--- src/pkg/scm_pkg.sv ---
// constants, register layout and state type of the system clock mode control
// assumes a 12-bit APB byte address and 32-bit data
package scm_pkg;
  // register byte addresses
  localparam logic [11:0] ADDR_CLK_MODE = 12'h000;
  localparam logic [11:0] ADDR_AUX_CTRL = 12'h004;
  localparam logic [11:0] ADDR_PWR_STAT = 12'h008;
  localparam logic [11:0] ADDR_IRQ_STAT = 12'h00C;
  localparam logic [11:0] ADDR_IRQ_MASK = 12'h010;
  // clock_mode_control fields
  localparam int CMC_DIV_LSB = 5;
  localparam int CMC_QWAKE_BIT = 4;
  localparam int CMC_SLOW_RDY_BIT = 3;
  localparam int CMC_FAST_RDY_BIT = 2;
  localparam int CMC_IDLE_SEL_BIT = 1;
  localparam int CMC_FAST_SEL_BIT = 0;
  localparam logic [7:0] CMC_RESET = 8'h03;
  localparam logic [7:0] CMC_WR_MASK = 8'hF3;
  // auxiliary control fields
  localparam int AUX_KEEP_ON_BIT = 0;
  localparam int AUX_WDT_ON_BIT = 1;
  localparam int AUX_LVD_ON_BIT = 2;
  localparam int AUX_FAST_TYPE_LSB = 4;
  localparam int AUX_SLOW_TYPE_BIT = 6;
  localparam logic [7:0] AUX_RESET = 8'h00;
  localparam logic [7:0] AUX_WR_MASK = 8'h77;
  // power status fields
  localparam int PWR_PDOWN_BIT = 0;
  localparam int PWR_WDT_EXP_BIT = 1;
  // fast oscillator type codes
  localparam logic [1:0] FAST_CRYSTAL = 2'h0;
  localparam logic [1:0] FAST_EXT_RC = 2'h1;
  localparam logic [1:0] FAST_EXT_CLOCK = 2'h2;
  localparam logic [1:0] FAST_INT_RC = 2'h3;
  // divider field codes
  localparam logic [2:0] DIV_SLOW_MAX = 3'h1;
  localparam logic [2:0] DIV_SHIFT_BASE = 3'h0;
  // interrupt status bits
  localparam int IRQ_FAST_RDY = 0;
  localparam int IRQ_SLOW_RDY = 1;
  localparam int IRQ_WAKE = 2;
  localparam int IRQ_PDOWN = 3;
  localparam int IRQ_W = 4;
  // stability and wake counts, in oscillator cycles
  localparam int STAB_W = 11;
  localparam logic [STAB_W-1:0] FAST_XTAL_CYCLES = 11'h400;
  localparam logic [STAB_W-1:0] FAST_RC_CYCLES = 11'h010;
  localparam logic [STAB_W-1:0] SLOW_XTAL_CYCLES = 11'h400;
  localparam logic [STAB_W-1:0] SLOW_IRC_CYCLES = 11'h002;
  localparam logic [1:0] SUB_WAKE_CYCLES = 2'h2;
  localparam int PRESC_W = 6;

  typedef enum logic [2:0] {
    ST_RUN, ST_IDLE_RUN, ST_IDLE_STOP, ST_SLEEP_SUB, ST_SLEEP_DEEP,
    ST_WAKE, ST_WAKE_SUB_WAIT, ST_WAKE_SUB
  } scm_state_t;
endpackage : scm_pkg

--- src/pkg/scm_clk_if.sv ---
// signals between the mode controller and the clock selector
// assumes both ends share pclk
`timescale 1ns/100ps
interface scm_clk_if;
  logic fast_tick;
  logic slow_tick;
  logic fast_on;
  logic sel_fast;
  logic [2:0] div;
  logic force_sub;
  logic sys_tick;
  logic div16_tick;
  logic div64_tick;
  modport ctrl (
    output fast_tick, slow_tick, fast_on, sel_fast, div, force_sub,
    input sys_tick, div16_tick, div64_tick
  );
  modport sel (
    input fast_tick, slow_tick, fast_on, sel_fast, div, force_sub,
    output sys_tick, div16_tick, div64_tick
  );
endinterface : scm_clk_if

--- src/scm_clk_sel.sv ---
// system clock selector: prescaler and source choice as clock-enable pulses
// assumes oscillator ticks are synchronised one-cycle pulses
`timescale 1ns/100ps
module scm_clk_sel
  import scm_pkg::*;
(
  // clock and reset
  input wire logic pclk,
  input wire logic presetn,
  input wire logic ce,
  // controller side
  scm_clk_if.sel cif
);
  logic [PRESC_W-1:0] presc_q;
  logic app_fast_q;
  logic [2:0] app_div_q;
  logic wrap;
  logic div_hit;
  logic [PRESC_W-1:0] low_mask;

  // fast divided by two to the power of (8 - code)
  function automatic logic [2:0] app_div_shift(input logic [2:0] code);
    app_div_shift = 3'h0 - code;
  endfunction : app_div_shift

  assign wrap = cif.fast_tick && (presc_q == {PRESC_W{1'b1}});
  assign low_mask = PRESC_W'((7'h01 << app_div_shift(app_div_q)) - 7'h01);
  assign div_hit = cif.fast_tick && ((presc_q & low_mask) == low_mask);

  always_ff @(posedge pclk or negedge presetn) begin
    if (!presetn) begin
      presc_q <= '0;
    end else if (ce) begin
      if (!cif.fast_on) begin
        presc_q <= '0;
      end else if (cif.fast_tick) begin
        presc_q <= presc_q + PRESC_W'(1);
      end
    end
  end

  // glitch-free switching
  // new selection applied only at a prescaler wrap or while fast is off
  always_ff @(posedge pclk or negedge presetn) begin
    if (!presetn) begin
      app_fast_q <= CMC_RESET[CMC_FAST_SEL_BIT];
      app_div_q <= CMC_RESET[CMC_DIV_LSB +: 3];
    end else if (ce && (wrap || !cif.fast_on)) begin
      app_fast_q <= cif.sel_fast;
      app_div_q <= cif.div;
    end
  end

  always_ff @(posedge pclk or negedge presetn) begin
    if (!presetn) begin
      cif.sys_tick <= 1'b0;
      cif.div16_tick <= 1'b0;
      cif.div64_tick <= 1'b0;
    end else if (ce) begin
      if (cif.force_sub) begin
        cif.sys_tick <= cif.slow_tick;
      end else if (app_fast_q) begin
        cif.sys_tick <= cif.fast_tick;
      end else if (app_div_q <= DIV_SLOW_MAX) begin
        cif.sys_tick <= cif.slow_tick;
      end else begin
        cif.sys_tick <= div_hit;
      end
      // peripheral fast taps stop with fast
      cif.div16_tick <= cif.fast_on && cif.fast_tick && (presc_q[3:0] == 4'hF);
      cif.div64_tick <= cif.fast_on && wrap;
    end
  end

endmodule : scm_clk_sel

--- src/scm_stab_cnt.sv ---
// oscillator stability counter: ready after target oscillator cycles
// assumes tick is a one-cycle pulse per oscillator cycle in pclk domain
`timescale 1ns/100ps
module scm_stab_cnt
  import scm_pkg::*;
#(
  parameter int W = STAB_W
) (
  // clock and reset
  input wire logic pclk,
  input wire logic presetn,
  input wire logic ce,
  // oscillator
  input wire logic run,
  input wire logic tick,
  input wire logic [W-1:0] target,
  // status
  output logic ready
);
  logic [W-1:0] cnt_q;
  logic [W-1:0] cnt_inc;

  assign cnt_inc = cnt_q + W'(1);

  always_ff @(posedge pclk or negedge presetn) begin
    if (!presetn) begin
      cnt_q <= '0;
      ready <= 1'b0;
    end else if (ce) begin
      if (!run) begin
        cnt_q <= '0;
        ready <= 1'b0;
      end else if (tick && !ready) begin
        cnt_q <= cnt_inc;
        ready <= (cnt_inc >= target);
      end
    end
  end
endmodule : scm_stab_cnt

--- src/scm_top.sv ---
// system clock and low-power mode controller with APB registers
// assumes oscillators arrive as raw pins below half of pclk,
// and CPU halt, wake, watchdog time-out and clear requests are pclk pulses
//
// Behaviour
// - divider field picks slow or fast/64..fast/2
// - fast select bit gives undivided fast
// - quick wake uses substitute clock, crystal only
// - slow ready low in deep sleep, counted
// - fast ready cleared at power-on, then set
// - fast ready low while stopped, counted
// - idle select enters idle, keep-on picks kind
// - idle select low enters sleep
// - slow source stops fast oscillator and taps
// - quick wake: two sub cycles, then sub clock until crystal ready
// - quick wake only from substitute-on states
// - RC or clock sources ignore quick wake
// - watchdog, detector and idle select all off means no quick wake
// - deep sleep only with watchdog, detector off
// - stop sets power-down, clears expiry flag; a time-out in the same cycle sets it instead
`timescale 1ns/100ps
module scm_top
  import scm_pkg::*;
(
  // clock and reset
  input wire logic pclk,
  input wire logic presetn,
  input wire logic ce,
  // apb slave
  input wire logic psel,
  input wire logic penable,
  input wire logic pwrite,
  input wire logic [11:0] paddr,
  input wire logic [31:0] pwdata,
  output logic [31:0] prdata,
  output logic pready,
  output logic pslverr,
  // oscillator pins
  input wire logic fast_osc_pin,
  input wire logic slow_osc_pin,
  output logic fast_osc_on,
  output logic slow_osc_on,
  // cpu and watchdog events
  input wire logic halt_req,
  input wire logic wake_req,
  input wire logic wdt_timeout,
  input wire logic wdt_clear,
  // clock enables out
  output logic cpu_clk_en,
  output logic sys_clk_en,
  output logic fast_div16_en,
  output logic fast_div64_en,
  // status
  output logic power_down_flag,
  output logic watchdog_expiry_flag,
  output logic irq
);
  scm_clk_if cif ();

  scm_state_t state_q;
  logic [7:0] cmc_q;
  logic [7:0] aux_q;
  logic [IRQ_W-1:0] irq_stat_q;
  logic [IRQ_W-1:0] irq_mask_q;
  logic [1:0] sub_cnt_q;
  logic [2:0] sync_q [2];
  logic fast_rdy;
  logic slow_rdy;
  logic fast_rdy_q;
  logic slow_rdy_q;
  logic fast_on_d;
  logic src_fast;
  logic quick_ok;
  logic wake_done;
  logic enter_pd;
  logic wr_en;
  logic rd_setup;
  logic [IRQ_W-1:0] irq_evt;
  logic [2:0] div_f;
  logic [1:0] fast_type;
  logic [STAB_W-1:0] fast_target;
  logic [STAB_W-1:0] slow_target;

  assign div_f = cmc_q[CMC_DIV_LSB +: 3];
  assign fast_type = aux_q[AUX_FAST_TYPE_LSB +: 2];
  assign src_fast = cmc_q[CMC_FAST_SEL_BIT] || (div_f > DIV_SLOW_MAX);

  // two-stage synchronisers, third stage for edge detection
  for (genvar i = 0; i < 2; i++) begin : g_sync
    always_ff @(posedge pclk or negedge presetn) begin
      if (!presetn) begin
        sync_q[i] <= 3'h0;
      end else if (ce) begin
        sync_q[i] <= {sync_q[i][1:0], (i == 0) ? fast_osc_pin : slow_osc_pin};
      end
    end
  end

  assign cif.fast_tick = sync_q[0][1] && !sync_q[0][2];
  assign cif.slow_tick = sync_q[1][1] && !sync_q[1][2];
  assign cif.fast_on = fast_osc_on;
  assign cif.sel_fast = cmc_q[CMC_FAST_SEL_BIT];
  assign cif.div = div_f;
  assign cif.force_sub = (state_q == ST_WAKE_SUB);

  scm_clk_sel u_clk_sel (
    .pclk(pclk),
    .presetn(presetn),
    .ce(ce),
    .cif(cif)
  );

  // crystal counts 1024, RC and clock 16
  assign fast_target = (fast_type == FAST_CRYSTAL) ? FAST_XTAL_CYCLES : FAST_RC_CYCLES;
  // crystal counts 1024, internal RC 2
  assign slow_target = aux_q[AUX_SLOW_TYPE_BIT] ? SLOW_IRC_CYCLES : SLOW_XTAL_CYCLES;

  // counter restarts from zero when fast powers up
  scm_stab_cnt #(.W(STAB_W)) u_fast_stab (
    .pclk(pclk),
    .presetn(presetn),
    .ce(ce),
    .run(fast_osc_on),
    .tick(cif.fast_tick),
    .target(fast_target),
    .ready(fast_rdy)
  );

  scm_stab_cnt #(.W(STAB_W)) u_slow_stab (
    .pclk(pclk),
    .presetn(presetn),
    .ce(ce),
    .run(slow_osc_on),
    .tick(cif.slow_tick),
    .target(slow_target),
    .ready(slow_rdy)
  );

  // quick wake needs crystal and fast source
  // RC or clock sources never take it
  assign quick_ok = cmc_q[CMC_QWAKE_BIT] && (fast_type == FAST_CRYSTAL) && src_fast
                    && (aux_q[AUX_WDT_ON_BIT] || aux_q[AUX_LVD_ON_BIT] ||
                        cmc_q[CMC_IDLE_SEL_BIT]);
  assign enter_pd = (state_q == ST_RUN) && halt_req;

  // mode state machine
  always_ff @(posedge pclk or negedge presetn) begin
    if (!presetn) begin
      state_q <= ST_WAKE;
      sub_cnt_q <= 2'h0;
    end else if (ce) begin
      unique case (state_q)
        ST_RUN: begin
          if (halt_req) begin
            if (cmc_q[CMC_IDLE_SEL_BIT]) begin
              state_q <= aux_q[AUX_KEEP_ON_BIT] ? ST_IDLE_RUN : ST_IDLE_STOP;
            end else if (aux_q[AUX_WDT_ON_BIT] || aux_q[AUX_LVD_ON_BIT]) begin
              state_q <= ST_SLEEP_SUB;
            end else begin
              state_q <= ST_SLEEP_DEEP;
            end
          end
        end
        ST_IDLE_RUN: begin
          if (wake_req) begin
            state_q <= ST_RUN;
          end
        end
        ST_IDLE_STOP, ST_SLEEP_SUB: begin
          // quick wake only from these states
          if (wake_req) begin
            state_q <= quick_ok ? ST_WAKE_SUB_WAIT : ST_WAKE;
            sub_cnt_q <= 2'h0;
          end
        end
        ST_SLEEP_DEEP: begin
          if (wake_req) begin
            state_q <= ST_WAKE;
          end
        end
        ST_WAKE: begin
          if (src_fast ? fast_rdy : slow_rdy) begin
            state_q <= ST_RUN;
          end
        end
        ST_WAKE_SUB_WAIT: begin
          if (cif.slow_tick) begin
            sub_cnt_q <= sub_cnt_q + 2'h1;
            if (sub_cnt_q + 2'h1 >= SUB_WAKE_CYCLES) begin
              state_q <= ST_WAKE_SUB;
            end
          end
        end
        ST_WAKE_SUB: begin
          // hand over to crystal once ready
          if (fast_rdy) begin
            state_q <= ST_RUN;
          end
        end
      endcase
    end
  end

  assign wake_done = ((state_q == ST_WAKE) && (src_fast ? fast_rdy : slow_rdy)) ||
                     ((state_q == ST_WAKE_SUB) && fast_rdy) ||
                     ((state_q == ST_IDLE_RUN) && wake_req);

  // fast off in sleep and stopped idle
  always_comb begin
    fast_on_d = 1'b0;
    unique case (state_q)
      ST_RUN, ST_IDLE_RUN, ST_WAKE: fast_on_d = src_fast;
      ST_WAKE_SUB_WAIT, ST_WAKE_SUB: fast_on_d = 1'b1;
      ST_IDLE_STOP, ST_SLEEP_SUB, ST_SLEEP_DEEP: fast_on_d = 1'b0;
    endcase
  end

  // slow off only in deep sleep
  always_ff @(posedge pclk or negedge presetn) begin
    if (!presetn) begin
      fast_osc_on <= 1'b1;
      slow_osc_on <= 1'b1;
    end else if (ce) begin
      fast_osc_on <= fast_on_d;
      slow_osc_on <= (state_q != ST_SLEEP_DEEP) && !(enter_pd &&
                     !cmc_q[CMC_IDLE_SEL_BIT] && !aux_q[AUX_WDT_ON_BIT] &&
                     !aux_q[AUX_LVD_ON_BIT]);
    end
  end

  // cpu stops in idle, system clock only in running idle
  always_ff @(posedge pclk or negedge presetn) begin
    if (!presetn) begin
      cpu_clk_en <= 1'b0;
      sys_clk_en <= 1'b0;
      fast_div16_en <= 1'b0;
      fast_div64_en <= 1'b0;
    end else if (ce) begin
      cpu_clk_en <= cif.sys_tick && ((state_q == ST_RUN) || (state_q == ST_WAKE_SUB));
      sys_clk_en <= cif.sys_tick && ((state_q == ST_RUN) || (state_q == ST_WAKE_SUB) ||
                                     (state_q == ST_IDLE_RUN));
      fast_div16_en <= cif.div16_tick;
      fast_div64_en <= cif.div64_tick;
    end
  end

  // power-down set, expiry cleared on stop; a time-out in the same cycle sets expiry
  always_ff @(posedge pclk or negedge presetn) begin
    if (!presetn) begin
      power_down_flag <= 1'b0;
      watchdog_expiry_flag <= 1'b0;
    end else if (ce) begin
      if (enter_pd) begin
        power_down_flag <= 1'b1;
      end else if (wdt_clear) begin
        power_down_flag <= 1'b0;
      end
      if (wdt_timeout) begin
        watchdog_expiry_flag <= 1'b1;
      end else if (enter_pd) begin
        watchdog_expiry_flag <= 1'b0;
      end
    end
  end

  // apb: always ready, read data captured in the setup cycle
  assign pready = 1'b1;
  assign wr_en = psel && penable && pwrite;
  assign rd_setup = psel && !penable;

  // ready bits masked out of writes
  always_ff @(posedge pclk or negedge presetn) begin
    if (!presetn) begin
      cmc_q <= CMC_RESET;
      aux_q <= AUX_RESET;
      irq_mask_q <= '0;
    end else if (ce && wr_en) begin
      if (paddr == ADDR_CLK_MODE) begin
        cmc_q <= pwdata[7:0] & CMC_WR_MASK;
      end
      if (paddr == ADDR_AUX_CTRL) begin
        aux_q <= pwdata[7:0] & AUX_WR_MASK;
      end
      if (paddr == ADDR_IRQ_MASK) begin
        irq_mask_q <= pwdata[IRQ_W-1:0];
      end
    end
  end

  always_ff @(posedge pclk or negedge presetn) begin
    if (!presetn) begin
      fast_rdy_q <= 1'b0;
      slow_rdy_q <= 1'b0;
    end else if (ce) begin
      fast_rdy_q <= fast_rdy;
      slow_rdy_q <= slow_rdy;
    end
  end

  assign irq_evt[IRQ_FAST_RDY] = fast_rdy && !fast_rdy_q;
  assign irq_evt[IRQ_SLOW_RDY] = slow_rdy && !slow_rdy_q;
  assign irq_evt[IRQ_WAKE] = wake_done;
  assign irq_evt[IRQ_PDOWN] = enter_pd;

  // sticky status, set wins over write-one clear
  always_ff @(posedge pclk or negedge presetn) begin
    if (!presetn) begin
      irq_stat_q <= '0;
      irq <= 1'b0;
    end else if (ce) begin
      irq_stat_q <= (irq_stat_q & ~((wr_en && (paddr == ADDR_IRQ_STAT)) ?
                    pwdata[IRQ_W-1:0] : {IRQ_W{1'b0}})) | irq_evt;
      irq <= |(irq_stat_q & irq_mask_q);
    end
  end

  always_ff @(posedge pclk or negedge presetn) begin
    if (!presetn) begin
      prdata <= 32'h0000_0000;
      pslverr <= 1'b0;
    end else if (ce && rd_setup) begin
      pslverr <= 1'b0;
      prdata <= 32'h0000_0000;
      unique case (paddr)
        ADDR_CLK_MODE: prdata[7:0] <= {cmc_q[7:4], slow_rdy, fast_rdy, cmc_q[1:0]};
        ADDR_AUX_CTRL: prdata[7:0] <= aux_q;
        ADDR_PWR_STAT: prdata[1:0] <= {watchdog_expiry_flag, power_down_flag};
        ADDR_IRQ_STAT: prdata[IRQ_W-1:0] <= irq_stat_q;
        ADDR_IRQ_MASK: prdata[IRQ_W-1:0] <= irq_mask_q;
        default: pslverr <= 1'b1;
      endcase
    end
  end
endmodule : scm_top

--- config.mk ---
export PLATFORM = sky130hd
export DESIGN_NAME = scm_top
export DESIGN_NICKNAME = d
export VERILOG_FILES = /design/src/pkg/scm_pkg.sv /design/src/pkg/scm_clk_if.sv /design/src/scm_clk_sel.sv /design/src/scm_stab_cnt.sv /design/src/scm_top.sv
export SDC_FILE = /design/constraint.sdc
export NUM_CORES = 1
export LEC_CHECK = 0
export BUFFER_PORTS_ARGS = -buffer_cell sky130_fd_sc_hd__buf_4
export CAP_MARGIN = 40
export CORE_ASPECT_RATIO = 0.9
export CORE_MARGIN = 10
export CORE_UTILIZATION = 40
export CTS_CLUSTER_DIAMETER = 60
export DETAILED_ROUTE_END_ITERATION = 8
export SKIP_LAST_GASP = 1
export SLEW_MARGIN = 20
export SYNTH_ARGS = -nofsm -noshare
export SYNTH_HDL_FRONTEND = slang
export SYNTH_SLANG_ARGS = --single-unit
export TNS_END_PERCENT = 10
--- constraint.sdc ---
create_clock -name pclk -period 4.42 [get_ports pclk]
set_input_delay 0.442 -clock pclk [delete_from_list [all_inputs] [get_ports pclk]]
set_output_delay 0.442 -clock pclk [all_outputs]
set_load 0.02 [all_outputs]
==> flow_metrics.env <==
export IMPL_status="completed"
export IMPL_grt_use_total=0.139
export IMPL_final_antenna_net_count=0
export IMPL_numPortBuffers=49
export IMPL_htree_levels=3
export IMPL_r2r_start="u_slow_stab.cnt_q[0]$_DFFE_PN0P_"
export IMPL_hold_slack_ns=0.155
export IMPL_antennaDiodeCount=0
export IMPL_rsz0062_at_grt="false"
export IMPL_seqCellArea_um2=2210
export IMPL_setup_tns_ns=0
export IMPL_area_delta_synth_final_pct=13.4
export IMPL_slew_headroom=0.528
export IMPL_yosysTopAreaCell="dfrtp_1"
export IMPL_synth_area_leaders="dfrtp_1, mux2_2, o21ai_0, nand2_1, buf_4"
export IMPL_core_area_um2=12600
export IMPL_grt_overflow=0
export IMPL_drive_above_1_share=0.190
export IMPL_syn_area_um2=5100
export IMPL_finalNonFillerCells=754
export IMPL_place_ws_ns=1.96
export IMPL_post_place_cells=738
export IMPL_critPathArrivalTime_ns=2.68
export IMPL_clk_latency_ns=0.34
export IMPL_place_congestion=0.839
export IMPL_finalPower_uw=2270
export IMPL_worst_pin_slew_ns=0.709
export IMPL_r2r_end="u_slow_stab.ready$_DFFE_PN0P_"
export IMPL_cts_hold_buf=0
export IMPL_drtPass1Iterations=5
export IMPL_fin_crit_ns=2.48
export IMPL_num_rows=39
export IMPL_clk_path_buf_depth=2
export IMPL_nNetsFinal=650
export IMPL_min_path_type="primary input to asynchronous set/reset pin"
export IMPL_ys_ff_latch=88
export IMPL_regToRegSetupSlack_ns=1.94
export IMPL_postCtsSetupRepairBufs=0
export IMPL_n_fill_cell=1199
export IMPL_ys_seq_area_frac=0.433
export IMPL_grt_max_degree=54
export IMPL_die_area_um2=17700
export IMPL_drc=0
export IMPL_hold_viol_final=0
export IMPL_netlist_top_cells_count="dfrtp_1, nand2_1, o21ai_0"
export IMPL_netlist_area_leader_share=0.397
export IMPL_skew_ns=0.00664
export IMPL_fin_crit_sh=0.560
export IMPL_routed_via_density=5.50
export IMPL_detail_route_wirelength_mm=12.4
export IMPL_multi_input_area_um2=2610
export IMPL_clk_pin_slew_ns=0.06
export IMPL_synth_warnings=0
export IMPL_cts_resized=0
export IMPL_num_vias=4145
export IMPL_wl_per_cell_um=16.5
export IMPL_synth_distinct_cells=62
export IMPL_path_class="flop to flop"
export IMPL_antenna_found_initial=0
export IMPL_grt_pass1_vias=4086
export IMPL_p_per_area_nw_per_um2=393
export IMPL_worstPathMaxFanout=7
export IMPL_syn_inst=554
export IMPL_cts_made_buffers=9
export IMPL_yosysMostFrequentCell="dfrtp_1"
export IMPL_start_kind="flop"
export IMPL_dpl_hpwl_mm=9.05
export IMPL_crit_required_ns=4.63
export IMPL_synth_edf_count=0
export IMPL_drv_slew=0
export IMPL_synth_top_flop_cell="dfrtp_1"
export IMPL_synthArstFlopShare=1.00
export IMPL_cts_sinks=88
export IMPL_max_freq_mhz=404
export IMPL_die_w_um=139
export IMPL_crit_path_end_kind="flop"
export IMPL_syn_area_per_cell_um2=9.21
export IMPL_root_buffer="clkbuf_16"
export IMPL_reg2reg_depth=10
export IMPL_maxCapViolCount=0
export IMPL_drtIter0Drc=351
export IMPL_grt_pass1_wl_mm=20.6
export IMPL_ir_worst_vdd_mv=0.216
export IMPL_worst_slack_ns=1.94
export IMPL_die_h_um=127
export IMPL_cts_tree="done"
export IMPL_leakagePower_uw=0.00260
export IMPL_io_pins=99
export IMPL_start_util=0.405
export IMPL_setup_viol=0
[worst max-delay path, cell delays in order (launching register included)]
cell and delay (ns):
dfrtp_1 0.41, ha_1 0.29, nand3_1 0.18, nor2_1 0.14
nand3_1 0.14, xnor2_1 0.16, ha_1 0.18, a31oi_1 0.16
a21oi_1 0.08, a2111oi_0 0.49, a21oi_1 0.13
[worst max path at each step]
| stage | from | to | cells after the start |
|---|---|---|---|
| 2_1_floorplan | u_slow_stab.cnt_q[0]$_DFFE_PN0P_ | u_slow_stab.ready$_DFFE_PN0P_ | 10 |
| 3_3_place_gp | u_slow_stab.cnt_q[0]$_DFFE_PN0P_ | u_slow_stab.ready$_DFFE_PN0P_ | 10 |
| 3_5_place_dp | u_slow_stab.cnt_q[0]$_DFFE_PN0P_ | u_slow_stab.ready$_DFFE_PN0P_ | 10 |
| 4_1_cts | u_slow_stab.cnt_q[0]$_DFFE_PN0P_ | u_slow_stab.ready$_DFFE_PN0P_ | 10 |
| 5_1_grt | u_slow_stab.cnt_q[0]$_DFFE_PN0P_ | u_slow_stab.ready$_DFFE_PN0P_ | 10 |
| 6_report | u_slow_stab.cnt_q[0]$_DFFE_PN0P_ | u_slow_stab.ready$_DFFE_PN0P_ | 10 |
[state kept, by name (all words and copies together) (netlist names), 2 cells and up]
signal and cells:
u_fast_stab.cnt_q 11, u_slow_stab.cnt_q 11, prdata 8, aux_q 6, cmc_q 6, sync_q 6
u_clk_sel.presc_q 6, irq_mask_q 4, irq_stat_q 4, state_q 3, u_clk_sel.app_div_q 3, sub_cnt_q 2
[area by class of cell]
cell class / count / area share
Multi-Input combinational cell: 421 / 0.450
Tap cell: 164 / 0.0355
Inverter: 14 / 0.00908
Sequential cell: 88 / 0.382
Clock buffer: 10 / 0.0413
Clock inverter: 6 / 0.0156
Timing Repair Buffer: 51 / 0.0661
[kinds of logic after synthesis]
family,after synthesis,synth area share
AND/OR/NAND/NOR,206,0.200
AO/OA/AOI/OAI,133,0.171
flip-flops,88,0.433
buffers and inverters,68,0.0726
multiplexers,38,0.0819
XOR/XNOR,10,0.0172
adder cells (fa/ha/maj),9,0.0221
other,2,0.00147
[cell usage in the layout (no fill, tap or decap), types with 9 or more instances in the layout]
cell | netlist | routed
inv_1 | 14 | 14
buf_4 | 27 | 51
a21oi_1 | 14 | 14
clkbuf_16 | 0 | 9
o21ai_0 | 50 | 50
mux2_2 | 30 | 30
nor3_1 | 12 | 12
ha_1 | 9 | 9
and3_1 | 9 | 9
nand3_1 | 23 | 23
dfrtp_1 | 81 | 81
nand2_1 | 64 | 64
conb_1 | 2 | 25
a31oi_1 | 9 | 9
nor2_1 | 45 | 45
[power breakdown]
part           switching, µW  leakage [µW]  total (µW)  internal (µW)
logic                    246       0.00128         420            175
registers                125       0.00115        1010            887
clock network            327      0.000159         840            514
[per-stage QoR]
| step | instance area (µm²) | utilization |
|---|---|---|
| after floorplan | 5190 | - |
| after global placement | 5460 | 0.434 |
| after detailed placement | 5460 | 0.434 |
| after CTS | 5790 | 0.460 |
| after global routing | 5790 | 0.460 |
| final | 5790 | 0.460 |
[layer usage]
layer	track usage	share of wire
met5	0	0
met4	0.0650	0.016
met3	0.0293	0.050
met2	0.229	0.48
met1	0.172	0.45
Note: power is estimated with default switching activity, not from simulation.
